<file path="src/qcp_consts.svh">
// constants for the quad counter, pwm and capture block
// assumes a 32-bit classic wishbone slave with byte addresses, register index in bits 4:2
// Behaviour
// - direction bit per counter: set up, clear down
// - cascade bits join A+B and C+D as 16-bit
// - cascaded B and D follow A and C direction
// - upcount hits target, next tick interrupts, reloads zero
// - downcount hits zero, next tick interrupts, reloads value
// - restart at terminal count may interrupt again
// - pwm bits drive port B pin 0 or 1
// - pwm counters follow direction, raise no interrupts
// - pwm counters wrap at zero and maximum
// - internal pwm high while counter not above code
// - pin pwm is sampled once per counter clock
// - resolution 8 single, 10 to 16 cascaded
// - code above cascaded maximum holds output high
// - period two to resolution, high code plus one
// - capture reads shadows, each update interrupts
// - second config bits 5:4 select capture edge
// - bits 7:6 select pin 2, pin 3, 16k, 1k
// - capture works with pwm, counters wrap circularly
// - capture interrupt one or two counter clocks late
// - capture pulse phases must exceed a counter period
// - timer value write clears or loads the counter unless it runs pwm or capture
`ifndef QCP_CONSTS_SVH
`define QCP_CONSTS_SVH
`define ADR_CFG_FIRST  3'h0
`define ADR_CFG_SECOND 3'h1
`define ADR_VAL_A      3'h2
`define ADR_RUN        3'h6
`define ADR_PORT_B     3'h7
`define BIT_PWM_AB     0
`define BIT_CASC_AB    2
`define BIT_DIR_A      4
`define BIT_CAP_EDGE   4
`define BIT_CAP_SRC    6
`define RST_BYTE       8'h00
`define RST_RUN        4'h0
`define MAX_8          16'h00FF
`define MAX_10         16'h03FF
`define MAX_12         16'h0FFF
`define MAX_14         16'h3FFF
`define MAX_16         16'hFFFF
`endif

</file>
<file path="src/qcp_pkg.sv">
// types shared by the quad counter block
// assumes qcp_consts.svh for register constants; the enum codes below are literal values
package qcp_pkg;
    typedef enum logic [1:0] {
        CAP_OFF  = 2'h0,
        CAP_RISE = 2'h1,
        CAP_FALL = 2'h2,
        CAP_BOTH = 2'h3
    } capEdge_t;
    typedef enum logic [1:0] {
        SRC_PIN2 = 2'h0,
        SRC_PIN3 = 2'h1,
        SRC_16K  = 2'h2,
        SRC_1K   = 2'h3
    } capSrc_t;
    typedef logic [7:0] byte_t;
endpackage

</file>
<file path="src/quad_counter_pwm_capture.sv">
// four 8-bit counters with cascade, pwm and a capture block
// assumes counter clocks arrive as one-cycle enables on clk
`timescale 1ns/1ns
`default_nettype none
`include "qcp_consts.svh"
module quad_counter_pwm_capture
    import qcp_pkg::*;
(
    input  wire logic        clk,
    input  wire logic        rst,
    input  wire logic        wbCyc,
    input  wire logic        wbStb,
    input  wire logic        wbWe,
    input  wire logic [7:0]  wbAdr,
    input  wire logic [3:0]  wbSel,
    input  wire logic [31:0] wbDatI,
    output logic      [31:0] wbDatO,
    output logic             wbAck,
    input  wire logic [3:0]  cntTick,
    input  wire logic [3:2]  portAPins,
    input  wire logic        prescaler1k,
    input  wire logic        prescaler16k,
    output logic      [1:0]  portBPins,
    output logic      [3:0]  cntIrq
);
    byte_t       cfgFirst_q, cfgFirst_d;
    byte_t       cfgSecond_q, cfgSecond_d;
    byte_t       val_q [4];
    byte_t       val_d [4];
    logic [3:0]  runEn_q, runEn_d;
    byte_t       portBReg_q, portBReg_d;
    logic        ack_q, ack_d;
    logic [31:0] datO_q, datO_d;
    logic [1:0]  portB_q, portB_d;
    logic [3:0]  irq_q, irq_d;
    wire  byte_t cntAll [4];
    wire  logic [3:0] irqTimer;
    wire  logic [1:0] pwmOut;
    logic [3:0]  valWr;
    logic        wrEn;
    logic        req;
    capEdge_t    capEdge;
    capSrc_t     capSrc;
    logic        capOn;

    assign capEdge = capEdge_t'(cfgSecond_q[`BIT_CAP_EDGE +: 2]);
    assign capSrc  = capSrc_t'(cfgSecond_q[`BIT_CAP_SRC +: 2]);
    assign capOn   = capEdge != CAP_OFF;
    assign req     = wbCyc & wbStb;
    // writes land on the edge where the master sees ack
    assign wrEn    = req & wbWe & ack_q & wbSel[0];

    function automatic logic [15:0] resMax(input logic [1:0] res);
        unique case (res)
            2'h0: return `MAX_10;
            2'h1: return `MAX_12;
            2'h2: return `MAX_14;
            2'h3: return `MAX_16;
        endcase
    endfunction

    // returns {terminal interrupt, next count}
    function automatic logic [16:0] stepCnt(
        input logic [15:0] v,
        input logic [15:0] c,
        input logic [15:0] m,
        input logic        up,
        input logic        circ
    );
        logic        t;
        logic [15:0] n;
        t = up ? (v == c) : (v == 16'h0000);
        if (circ)
            n = up ? ((v == m) ? 16'h0000 : v + 16'h0001)
                   : ((v == 16'h0000) ? m : v - 16'h0001);
        else
            n = up ? (t ? 16'h0000 : v + 16'h0001)
                   : (t ? c : v - 16'h0001);
        return {t & ~circ, n};
    endfunction

    genvar p;
    generate
        for (p = 0; p < 2; p++)
        begin : gPair
            localparam int LO = 2 * p;
            localparam int HI = 2 * p + 1;
            byte_t       lo_q, lo_d, hi_q, hi_d;
            logic        pwm_q, pwm_d;
            logic [1:0]  tirq;
            logic        casc, pwmOn, capP;
            logic [15:0] m;
            logic [16:0] s16, sLo, sHi;
            logic        circLo, circHi, upLo, upHi;
            assign casc  = cfgFirst_q[`BIT_CASC_AB + p];
            assign pwmOn = cfgFirst_q[`BIT_PWM_AB + p];
            assign capP  = (p == 0) && capOn;
            assign upLo  = cfgFirst_q[`BIT_DIR_A + LO];
            // a cascaded upper byte takes the lower direction
            assign upHi  = casc ? upLo
                                : cfgFirst_q[`BIT_DIR_A + HI];
            assign m = pwmOn ? resMax(cfgSecond_q[2 * p +: 2])
                             : `MAX_16;
            assign circLo = pwmOn | capP;
            assign circHi = casc ? circLo : capP;
            assign s16 = stepCnt({hi_q, lo_q}, {val_q[HI], val_q[LO]},
                                 m, upLo, circLo);
            assign sLo = stepCnt({8'h00, lo_q}, {8'h00, val_q[LO]},
                                 `MAX_8, upLo, circLo);
            assign sHi = stepCnt({8'h00, hi_q}, {8'h00, val_q[HI]},
                                 `MAX_8, upHi, circHi);
            always_comb
            begin
                lo_d  = lo_q;
                hi_d  = hi_q;
                pwm_d = pwm_q;
                tirq  = 2'h0;
                if (casc)
                begin
                    // the upper run bit gates a cascaded pair
                    if (cntTick[LO] && runEn_q[HI])
                    begin
                        {hi_d, lo_d} = s16[15:0];
                        tirq[0] = s16[16];
                        pwm_d = {hi_q, lo_q}
                                <= {val_q[HI], val_q[LO]};
                    end
                end
                else
                begin
                    if (cntTick[LO] && runEn_q[LO])
                    begin
                        lo_d = sLo[7:0];
                        tirq[0] = sLo[16];
                        pwm_d = lo_q <= val_q[LO];
                    end
                    if (cntTick[HI] && runEn_q[HI])
                    begin
                        hi_d = sHi[7:0];
                        tirq[1] = sHi[16];
                    end
                end
                // timer value write restarts that byte unless it runs pwm or capture
                if (valWr[LO] && !circLo)
                    lo_d = upLo ? `RST_BYTE : wbDatI[7:0];
                if (valWr[HI] && !circHi)
                    hi_d = upHi ? `RST_BYTE : wbDatI[7:0];
            end
            always_ff @(posedge clk)
            begin
                if (rst)
                begin
                    lo_q  <= `RST_BYTE;
                    hi_q  <= `RST_BYTE;
                    pwm_q <= 1'b0;
                end
                else
                begin
                    lo_q  <= lo_d;
                    hi_q  <= hi_d;
                    pwm_q <= pwm_d;
                end
            end
            assign cntAll[LO]   = lo_q;
            assign cntAll[HI]   = hi_q;
            assign irqTimer[LO] = tirq[0];
            assign irqTimer[HI] = tirq[1];
            assign pwmOut[p]    = pwm_q;
        end
    endgenerate

    // capture: pins pass three flops, change taken when 2nd and 3rd agree
    logic [3:2] pinS1_q, pinS2_q, pinS3_q, pinLvl_q, pinLvl_d;
    logic [1:0] smp1_q, smp1_d, smp2_q, smp2_d, capEv;
    byte_t      shadow_q [2];
    byte_t      shadow_d [2];
    logic       capSig;
    always_comb
    begin
        for (int b = 2; b < 4; b++)
            pinLvl_d[b] = (pinS2_q[b] == pinS3_q[b]) ? pinS3_q[b]
                                                     : pinLvl_q[b];
        unique case (capSrc)
            SRC_PIN2: capSig = pinLvl_q[2];
            SRC_PIN3: capSig = pinLvl_q[3];
            SRC_16K:  capSig = prescaler16k;
            SRC_1K:   capSig = prescaler1k;
        endcase
        smp1_d = smp1_q;
        smp2_d = smp2_q;
        capEv  = 2'h0;
        for (int k = 0; k < 2; k++)
        begin
            shadow_d[k] = shadow_q[k];
            // sampling on the counter clock drops pulses shorter
            // than one counter period and adds one or two ticks
            if (cfgFirst_q[`BIT_CASC_AB] ? cntTick[0] : cntTick[k])
            begin
                smp1_d[k] = capSig;
                smp2_d[k] = smp1_q[k];
                unique case (capEdge)
                    CAP_OFF:  capEv[k] = 1'b0;
                    CAP_RISE: capEv[k] = smp1_q[k] & ~smp2_q[k];
                    CAP_FALL: capEv[k] = ~smp1_q[k] & smp2_q[k];
                    CAP_BOTH: capEv[k] = smp1_q[k] ^ smp2_q[k];
                endcase
            end
            if (capEv[k])
                shadow_d[k] = cntAll[k];
        end
    end
    always_ff @(posedge clk)
    begin
        pinS1_q <= portAPins;
        pinS2_q <= pinS1_q;
        pinS3_q <= pinS2_q;
        if (rst)
        begin
            pinLvl_q    <= 2'h0;
            smp1_q      <= 2'h0;
            smp2_q      <= 2'h0;
            shadow_q[0] <= `RST_BYTE;
            shadow_q[1] <= `RST_BYTE;
        end
        else
        begin
            pinLvl_q    <= pinLvl_d;
            smp1_q      <= smp1_d;
            smp2_q      <= smp2_d;
            shadow_q[0] <= shadow_d[0];
            shadow_q[1] <= shadow_d[1];
        end
    end

    // register slave, outputs and event pulses
    always_comb
    begin
        cfgFirst_d  = cfgFirst_q;
        cfgSecond_d = cfgSecond_q;
        runEn_d     = runEn_q;
        portBReg_d  = portBReg_q;
        ack_d       = req & ~ack_q;
        datO_d      = datO_q;
        valWr       = 4'h0;
        for (int i = 0; i < 4; i++)
        begin
            val_d[i] = val_q[i];
            if (wrEn && wbAdr[4:2] == `ADR_VAL_A + 3'(i))
            begin
                val_d[i] = wbDatI[7:0];
                valWr[i] = 1'b1;
            end
        end
        if (wrEn)
        begin
            unique case (wbAdr[4:2])
                `ADR_CFG_FIRST:  cfgFirst_d  = wbDatI[7:0];
                `ADR_CFG_SECOND: cfgSecond_d = wbDatI[7:0];
                `ADR_RUN:        runEn_d     = wbDatI[3:0];
                `ADR_PORT_B:     portBReg_d  = wbDatI[7:0];
                default:         ;
            endcase
        end
        if (req && !ack_q)
        begin
            datO_d = 32'h0000_0000;
            unique case (wbAdr[4:2])
                `ADR_CFG_FIRST:  datO_d[7:0] = cfgFirst_q;
                `ADR_CFG_SECOND: datO_d[7:0] = cfgSecond_q;
                `ADR_RUN:        datO_d[3:0] = runEn_q;
                `ADR_PORT_B:     datO_d[7:0] = portBReg_q;
                3'h2:            datO_d[7:0] = capOn ? shadow_q[0]
                                                     : cntAll[0];
                3'h3:            datO_d[7:0] = capOn ? shadow_q[1]
                                                     : cntAll[1];
                3'h4:            datO_d[7:0] = cntAll[2];
                3'h5:            datO_d[7:0] = cntAll[3];
            endcase
        end
        for (int q = 0; q < 2; q++)
            portB_d[q] = cfgFirst_q[`BIT_PWM_AB + q] ? pwmOut[q]
                                                      : portBReg_q[q];
        irq_d = irqTimer | {2'h0, capEv};
    end
    always_ff @(posedge clk)
    begin
        if (rst)
        begin
            cfgFirst_q  <= `RST_BYTE;
            cfgSecond_q <= `RST_BYTE;
            runEn_q     <= `RST_RUN;
            portBReg_q  <= `RST_BYTE;
            ack_q       <= 1'b0;
            datO_q      <= 32'h0000_0000;
            portB_q     <= 2'h0;
            irq_q       <= 4'h0;
            for (int i = 0; i < 4; i++)
                val_q[i] <= `RST_BYTE;
        end
        else
        begin
            cfgFirst_q  <= cfgFirst_d;
            cfgSecond_q <= cfgSecond_d;
            runEn_q     <= runEn_d;
            portBReg_q  <= portBReg_d;
            ack_q       <= ack_d;
            datO_q      <= datO_d;
            portB_q     <= portB_d;
            irq_q       <= irq_d;
            for (int i = 0; i < 4; i++)
                val_q[i] <= val_d[i];
        end
    end
    assign wbDatO    = datO_q;
    assign wbAck     = ack_q;
    assign portBPins = portB_q;
    assign cntIrq    = irq_q;

    // checks
    logic soloA, tickA;
    assign soloA = !cfgFirst_q[2] && !cfgFirst_q[0] && !capOn;
    assign tickA = cntTick[0] && runEn_q[0];
endmodule
`default_nettype wire

</file>
<file path="config.mk">
export PLATFORM = sky130hd
export DESIGN_NAME = quad_counter_pwm_capture
export DESIGN_NICKNAME = d
export VERILOG_FILES = /design/src/qcp_pkg.sv /design/src/quad_counter_pwm_capture.sv
export VERILOG_INCLUDE_DIRS = /design/src /design/src/src
export SDC_FILE = /design/constraint.sdc
export NUM_CORES = 1
export LEC_CHECK = 0
export BUFFER_PORTS_ARGS = -buffer_cell sky130_fd_sc_hd__buf_2
export CAP_MARGIN = 20
export CORE_MARGIN = 2
export CORE_UTILIZATION = 60
export CTS_CLUSTER_DIAMETER = 80
export DETAILED_ROUTE_END_ITERATION = 8
export PLACE_DENSITY = 0.8
export SLEW_MARGIN = 20
export SYNTH_ARGS = -nofsm -noshare
export SYNTH_HDL_FRONTEND = slang
export SYNTH_SLANG_ARGS = --single-unit
</file>
<file path="constraint.sdc">
create_clock -name clk -period 4.8 [get_ports clk]
set_input_delay 0.24 -clock clk [delete_from_list [all_inputs] [get_ports clk]]
set_output_delay 0.24 -clock clk [all_outputs]
set_load 0.01 [all_outputs]
</file>
**Yosys cells after proc, flatten, opt, wreduce, memory -nomap -nowiden**

Memory sizes are Yosys's and may differ from the RTL's.
Cells that the tools add are included.

- $add $sub $neg: 12
- $lt $le $gt $ge: 4
- Eq/ne operators: 39
- Multiplexer cells: 123
- Bitwise logic cells: 34
- Reduce and logical (&&, ||, !) cells: 48

Operators with widths:

| operator | number |
|---|---|
| 8-bit 2-to-1 mux | 62 |
| 16-bit 2-to-1 mux | 16 |
| 16-bit one-hot mux with 4 select lines | 2 |
| 16-bit equality test | 4 |
| 1-bit 2-to-1 mux | 38 |
| 16-bit by 1-bit adder with 16-bit output (second input constant) | 2 |
| 8-bit by 1-bit adder with 8-bit output (second input constant) | 4 |
| 8-bit equality test | 4 |
| 8-bit equality test (second input constant) | 4 |
| 16-bit less-or-equal comparator | 2 |
| 16-bit logical NOT | 2 |
| 8-bit logical NOT | 4 |
| 4-bit one-hot mux with 8 select lines | 1 |
| 16-bit by 1-bit subtractor with 16-bit output (second input constant) | 2 |
| 8-bit by 1-bit subtractor with 8-bit output (second input constant) | 4 |
| 4-bit one-hot mux with 7 select lines | 1 |
| 2-bit AND reduction | 10 |
| 2-bit equality test (second input constant) | 8 |
| 8-bit less-or-equal comparator | 2 |
| 1-bit bitwise AND | 15 |
| 1-bit logical AND | 15 |
| 3-bit equality test (second input constant) | 4 |
| 3-bit by 1-bit inequality test with 1-bit output (second input constant) | 4 |
| 1-bit one-hot mux with 4 select lines | 3 |
| 14 further kinds | 47 |

- Register bits after elaboration: 89
- RAM bits: 48
- Word-level logic and storage cells: 285
- Memories: 2

Memories:

| memory | words | width | read ports | clocked after Yosys merged registers in | wr ports | line | RTL |
|---|---|---|---|---|---|---|---|
| val_q | 4 | 8 | 4 | 0 | 4 | quad_counter_pwm_capture.sv:28 | `byte_t val_q [4];` |
| shadow_q | 2 | 8 | 2 | 0 | 2 | quad_counter_pwm_capture.sv:175 | `byte_t shadow_q [2];` |

**Logic depth before layout (Yosys ltp)**

- Word-level depth: 10
- Depth in mapped cells: 11
- Mapped depth without buffers: 9

**Worst setup path before layout**

Ideal clock, no wire load.

- Path type: register to register
- Start: reg gPair[0].hi_q[0]
- End: reg gPair[0].hi_q[7]
- Library setup time: 96 ps
- Arrival time: 2678 ps
- Setup slack: 2027 ps
- Cell stages (with the launch flop): 11
- Period minus slack after synthesis: 2773 ps
- Path through: dfxtp_1 -> clkbuf_1 -> clkinv_1 -> ha_1 -> nor4b_2 -> nand2_1 -> nor3_2 -> o21a_2 -> or4_1 -> o22a_1 -> o41ai_2

- Word-level cells in the longest chain between the ends: 8

Ends and longest elaborated chain:

| item | line | RTL |
|---|---|---|
| start, declared | quad_counter_pwm_capture.sv:88 | `byte_t lo_q, lo_d, hi_q, hi_d;` |
| start signal, assigned | quad_counter_pwm_capture.sv:154 | `` hi_q <= `RST_BYTE; `` |
| start signal, assigned | quad_counter_pwm_capture.sv:160 | `hi_q <= hi_d;` |
| branches (longest 6 deep; another with 16-bit by 1-bit subtractor with 16-bit output) | -- |  |
| 8-bit 2-to-1 mux (*) | quad_counter_pwm_capture.sv:118 | `if (casc)` |
| 8-bit 2-to-1 mux (*) | quad_counter_pwm_capture.sv:146 | `if (valWr[HI] && !circHi)` |

Every way passes the cells marked *. The select of a mux whose other input is x is not followed.
A chain may end at the register's enable or synchronous reset.

**Worst setup path after layout**

- Start: reg gPair[1].hi_q[0]
- End: reg gPair[1].lo_q[1]

- Word-level cells in the longest chain between the ends: 8

Ends and longest elaborated chain:

| item | line | RTL |
|---|---|---|
| start, declared | quad_counter_pwm_capture.sv:88 |  |
| start signal, assigned | quad_counter_pwm_capture.sv:154 |  |
| start signal, assigned | quad_counter_pwm_capture.sv:160 |  |
| 16-bit equality test / 16-bit logical NOT (equally long branches) | quad_counter_pwm_capture.sv:72, quad_counter_pwm_capture.sv:75 |  |
| 1-bit 2-to-1 mux | quad_counter_pwm_capture.sv:72 | `t = up ? (v == c) : (v == 16'h0000);` |
| 16-bit 2-to-1 mux, on equally long branches | quad_counter_pwm_capture.sv:78, quad_counter_pwm_capture.sv:77 |  |
| 16-bit 2-to-1 mux | quad_counter_pwm_capture.sv:77 | `n = up ? (t ? 16'h0000 : v + 16'h0001)` |
| 16-bit 2-to-1 mux (*) | quad_counter_pwm_capture.sv:73 | `if (circ)` |
| 8-bit 2-to-1 mux (*) | quad_counter_pwm_capture.sv:121 | `if (cntTick[LO] && runEn_q[HI])` |
| 8-bit 2-to-1 mux (*) | quad_counter_pwm_capture.sv:118 |  |
| 8-bit 2-to-1 mux (*) | quad_counter_pwm_capture.sv:144 | `if (valWr[LO] && !circLo)` |
| end signal, assigned | quad_counter_pwm_capture.sv:153 | `` lo_q <= `RST_BYTE; `` |
| end signal, assigned | quad_counter_pwm_capture.sv:159 | `lo_q <= lo_d;` |
| end, declared | quad_counter_pwm_capture.sv:88 |  |

Mark *: on every way between the ends. The rest lies on a longest branch, timed or not. The select of a mux whose other input is x is not followed.

==> impl_metrics.csv <==
group,metric,value,unit
sta,period_share,73.0,%
worst_setup_path,crit_required,5080,ps
logic_synthesis,synth_area_leader_cell,"dfxtp_1",
power_and_ir_drop,power-per-cell-area,235,nW/um^2
worst_hold_path,hold_start,"cntTick[3]",
route,drtIter0Drc,1740,
logic_synthesis,ys_seq_elements,137,
route,drtPass1Iterations,6,
logic_synthesis,synth_cell_types,103,
cts,cts_buffers,17,
logic_synthesis,syn_area,11000,sq um
route,postRouteAntennaNets,0,
logic_synthesis,async_flop_share,0,%
finish,finalNetCount,1538,
cts,clk_path_buf_depth,2,
finish,regArea,2740,sq um
die,coreArea,18000,sq um
die,start_util,61.4,%
finish,finalNonFillerCells,1675,
worst_setup_path,cp.arrival,3790,ps
sta,fin_skew,8.19,ps
cts,clkLatencyLatePin,430,ps
global_routing,antenna_found_initial,1,
route,vias_per_cell,6.94,
finish,diodes,0,
sta,slew_violations,0,
sta,slew_headroom,39.2,%
die,ios,96,
placed_design,dp_cells,1643,
flow_run,cap_violations,0,
cts,cts_hold_buf,2,
placed_design,hpwl,27400,um
cts,clk_pin_slew,60,ps
finish,n_fill_cell,1596,
sta,setup_viol,0,
sta,hold_viol,0,
route,vias,11600,
cts,cts_root_buf,"clkbuf_16",
worst_setup_path,worst-setup-path-type,"register to register",
worst_setup_path,r2r_start,"gPair[1].hi_q[0]",
global_routing,grt_pass1_vias,10400,
logic_synthesis,synth_area_per_cell,7.47,sq um
sta,worstMarginPinSlew,913,ps
logic_synthesis,ys_seq_area_share,24.9,%
logic_synthesis,synth_most_common_cell,"nor2_1",
worst_setup_path,end_kind,"register",
route,wl,39300,um
sta,hold_ws,79.3,ps
sta,setup_tns,0,ps
finish,drive_above_1_share,9.13,%
logic_synthesis,synth_area_leaders,"dfxtp_1 (25%), mux2i_1 (8.6%), nor2_1 (6.1%)",
logic_synthesis,yosys.area.top_type_share,24.9,%
die,rows,49,
logic_synthesis,syn_inst,1475,
worst_setup_path,crit_start,"gPair[1].hi_q[0]",
logic_synthesis,ys.flop_type,"dfxtp_1",
logic_synthesis,synth_edf_count,0,
cts,cts_setup_buffers,0,
power_and_ir_drop,vdd_drop_max,0.298,mV
route,wl_per_cell,23.5,um
placed_design,gp_congestion,1.01,
global_routing,grtUsageTotal,39.5,%
finish,multi_input_area,7480,sq um
logic_synthesis,synth_top_cells_by_count,"nor2_1 (179), dfxtp_1 (137), nand2_1 (127), mux2i_1 (95), a21oi_1 (92)",
die,dieHeight,140,um
route,drc,0,
cts,cts_sinks,137,
die,die_area,19500,sq um
finish,area_delta_synth_final,6.28,%
worst_setup_path,critPathLaunchType,"register",
sta,fmax,285,MHz
power_and_ir_drop,power.leakage,0.00473,uW
global_routing,grt_first_pass_wirelength,60300,um
sta,period_needed,3500,ps
worst_setup_path,cp_max_fo,11,
die,die_w,140,um
global_routing,grt-ovfl-total,0,
placed_design,portBuffers,39,
global_routing,grt_max_degree,63,
status,status,"complete, no violations",
sta,grt_setup_unrepaired,"no",
cts,cts_tree,"yes",
worst_hold_path,hold_path_class,"input pin to register",
cts,ctsResizeCount,0,
cts,h-tree-depth,4,
logic_synthesis,synth_warnings,0,
[flip-flops by register name, indices dropped and copies added (netlist names), 8 cells and up]
register	count
cfgFirst_q	8
shadow_q	16
gPair.lo_q	16
wbDatO	8
portBReg_q	8
val_q	32
cfgSecond_q	8
gPair.hi_q	16
[worst paths after layout]
check,to,slack (ps),cells past startpoint
max,gPair[1].lo_q[1],1300,9
min,cntIrq[3],80,3
max reg2reg,gPair[1].lo_q[1],1300,9
min reg2reg,pinS2_q[3],330,0
[report_power, final]
group          internal, uW  total, uW  switching (uW)
clock                   931       1450             519
combinational          38.2        150             112
sequential             1150       1150            6.34
total                  2110       2750             637
[layout make-up]
cell class                      count  share of cell area [%]
Sequential cell                   137                    23.4
Clock buffer                       19                    3.78
Clock inverter                     11                    1.69
Tap cell                          229                    2.45
Timing Repair Buffer               55                    2.76
Inverter                           65                    2.08
Multi-Input combinational cell   1159                    63.8
[per-stage QoR]
stage | cell area, sq um | total power [uW] | utilization [%] | worst slack [ps]
finish | 11700 | 2750 | 65.2 | 1300
detailed placement | 11000 | 1320 | 61.5 | 1510
global route | 11700 | 2820 | 65.2 | 1220
floorplan | 11100 | 1280 | - | 2030
global placement | 11000 | 1320 | 61.5 | 1520
CTS | 11700 | 2750 | 65.2 | 1490
[layout by cell type, fill, tap and decap left out, types with 16 or more instances in the layout]
master / count
nand3_1: 36
a21oi_1: 91
buf_2: 38
clkbuf_16: 17
a22oi_1: 17
dfxtp_1: 137
xnor2_1: 34
conb_1: 24
mux2i_1: 95
nor2_1: 179
ha_1: 46
a211oi_1: 19
nor3_1: 65
o21ai_0: 71
or3_1: 17
inv_1: 64
nand4_1: 25
nand2_1: 127
o211ai_1: 17
a31oi_1: 18
xor2_1: 24
o22ai_1: 16
[logic make-up after synthesis]
logic type	Yosys count	share of synthesized area (%)
simple gates	553	24.5
compound gates	372	22.6
buf+inv	202	8.12
flops	137	24.9
mux	106	9.96
xor+xnor	58	4.61
fa+ha+maj	46	5.22
other cells	1	0.0340
[worst max-delay path: stages, from the launching register on]
cell     delay [ps]
dfxtp_1         520
inv_1           210
ha_1            310
or3b_1          450
nor3_4          480
a32oi_2         270
nor2_1          650
a21oi_1         150
a21oi_1         200
o22ai_1         100
[per-layer routing]
| layer | GRT usage [%] | vias up | part of all wire, % |
|---|---|---|---|
| li1 | - | 5209 | - |
| met1 | 56.4 | 5438 | 41 |
| met2 | 56.0 | 836 | 41 |
| met3 | 11.4 | 143 | 14 |
| met4 | 15.7 | 2 | 3.7 |
| met5 | 0 | - | 0.041 |
(Power assumes the default switching activity.)
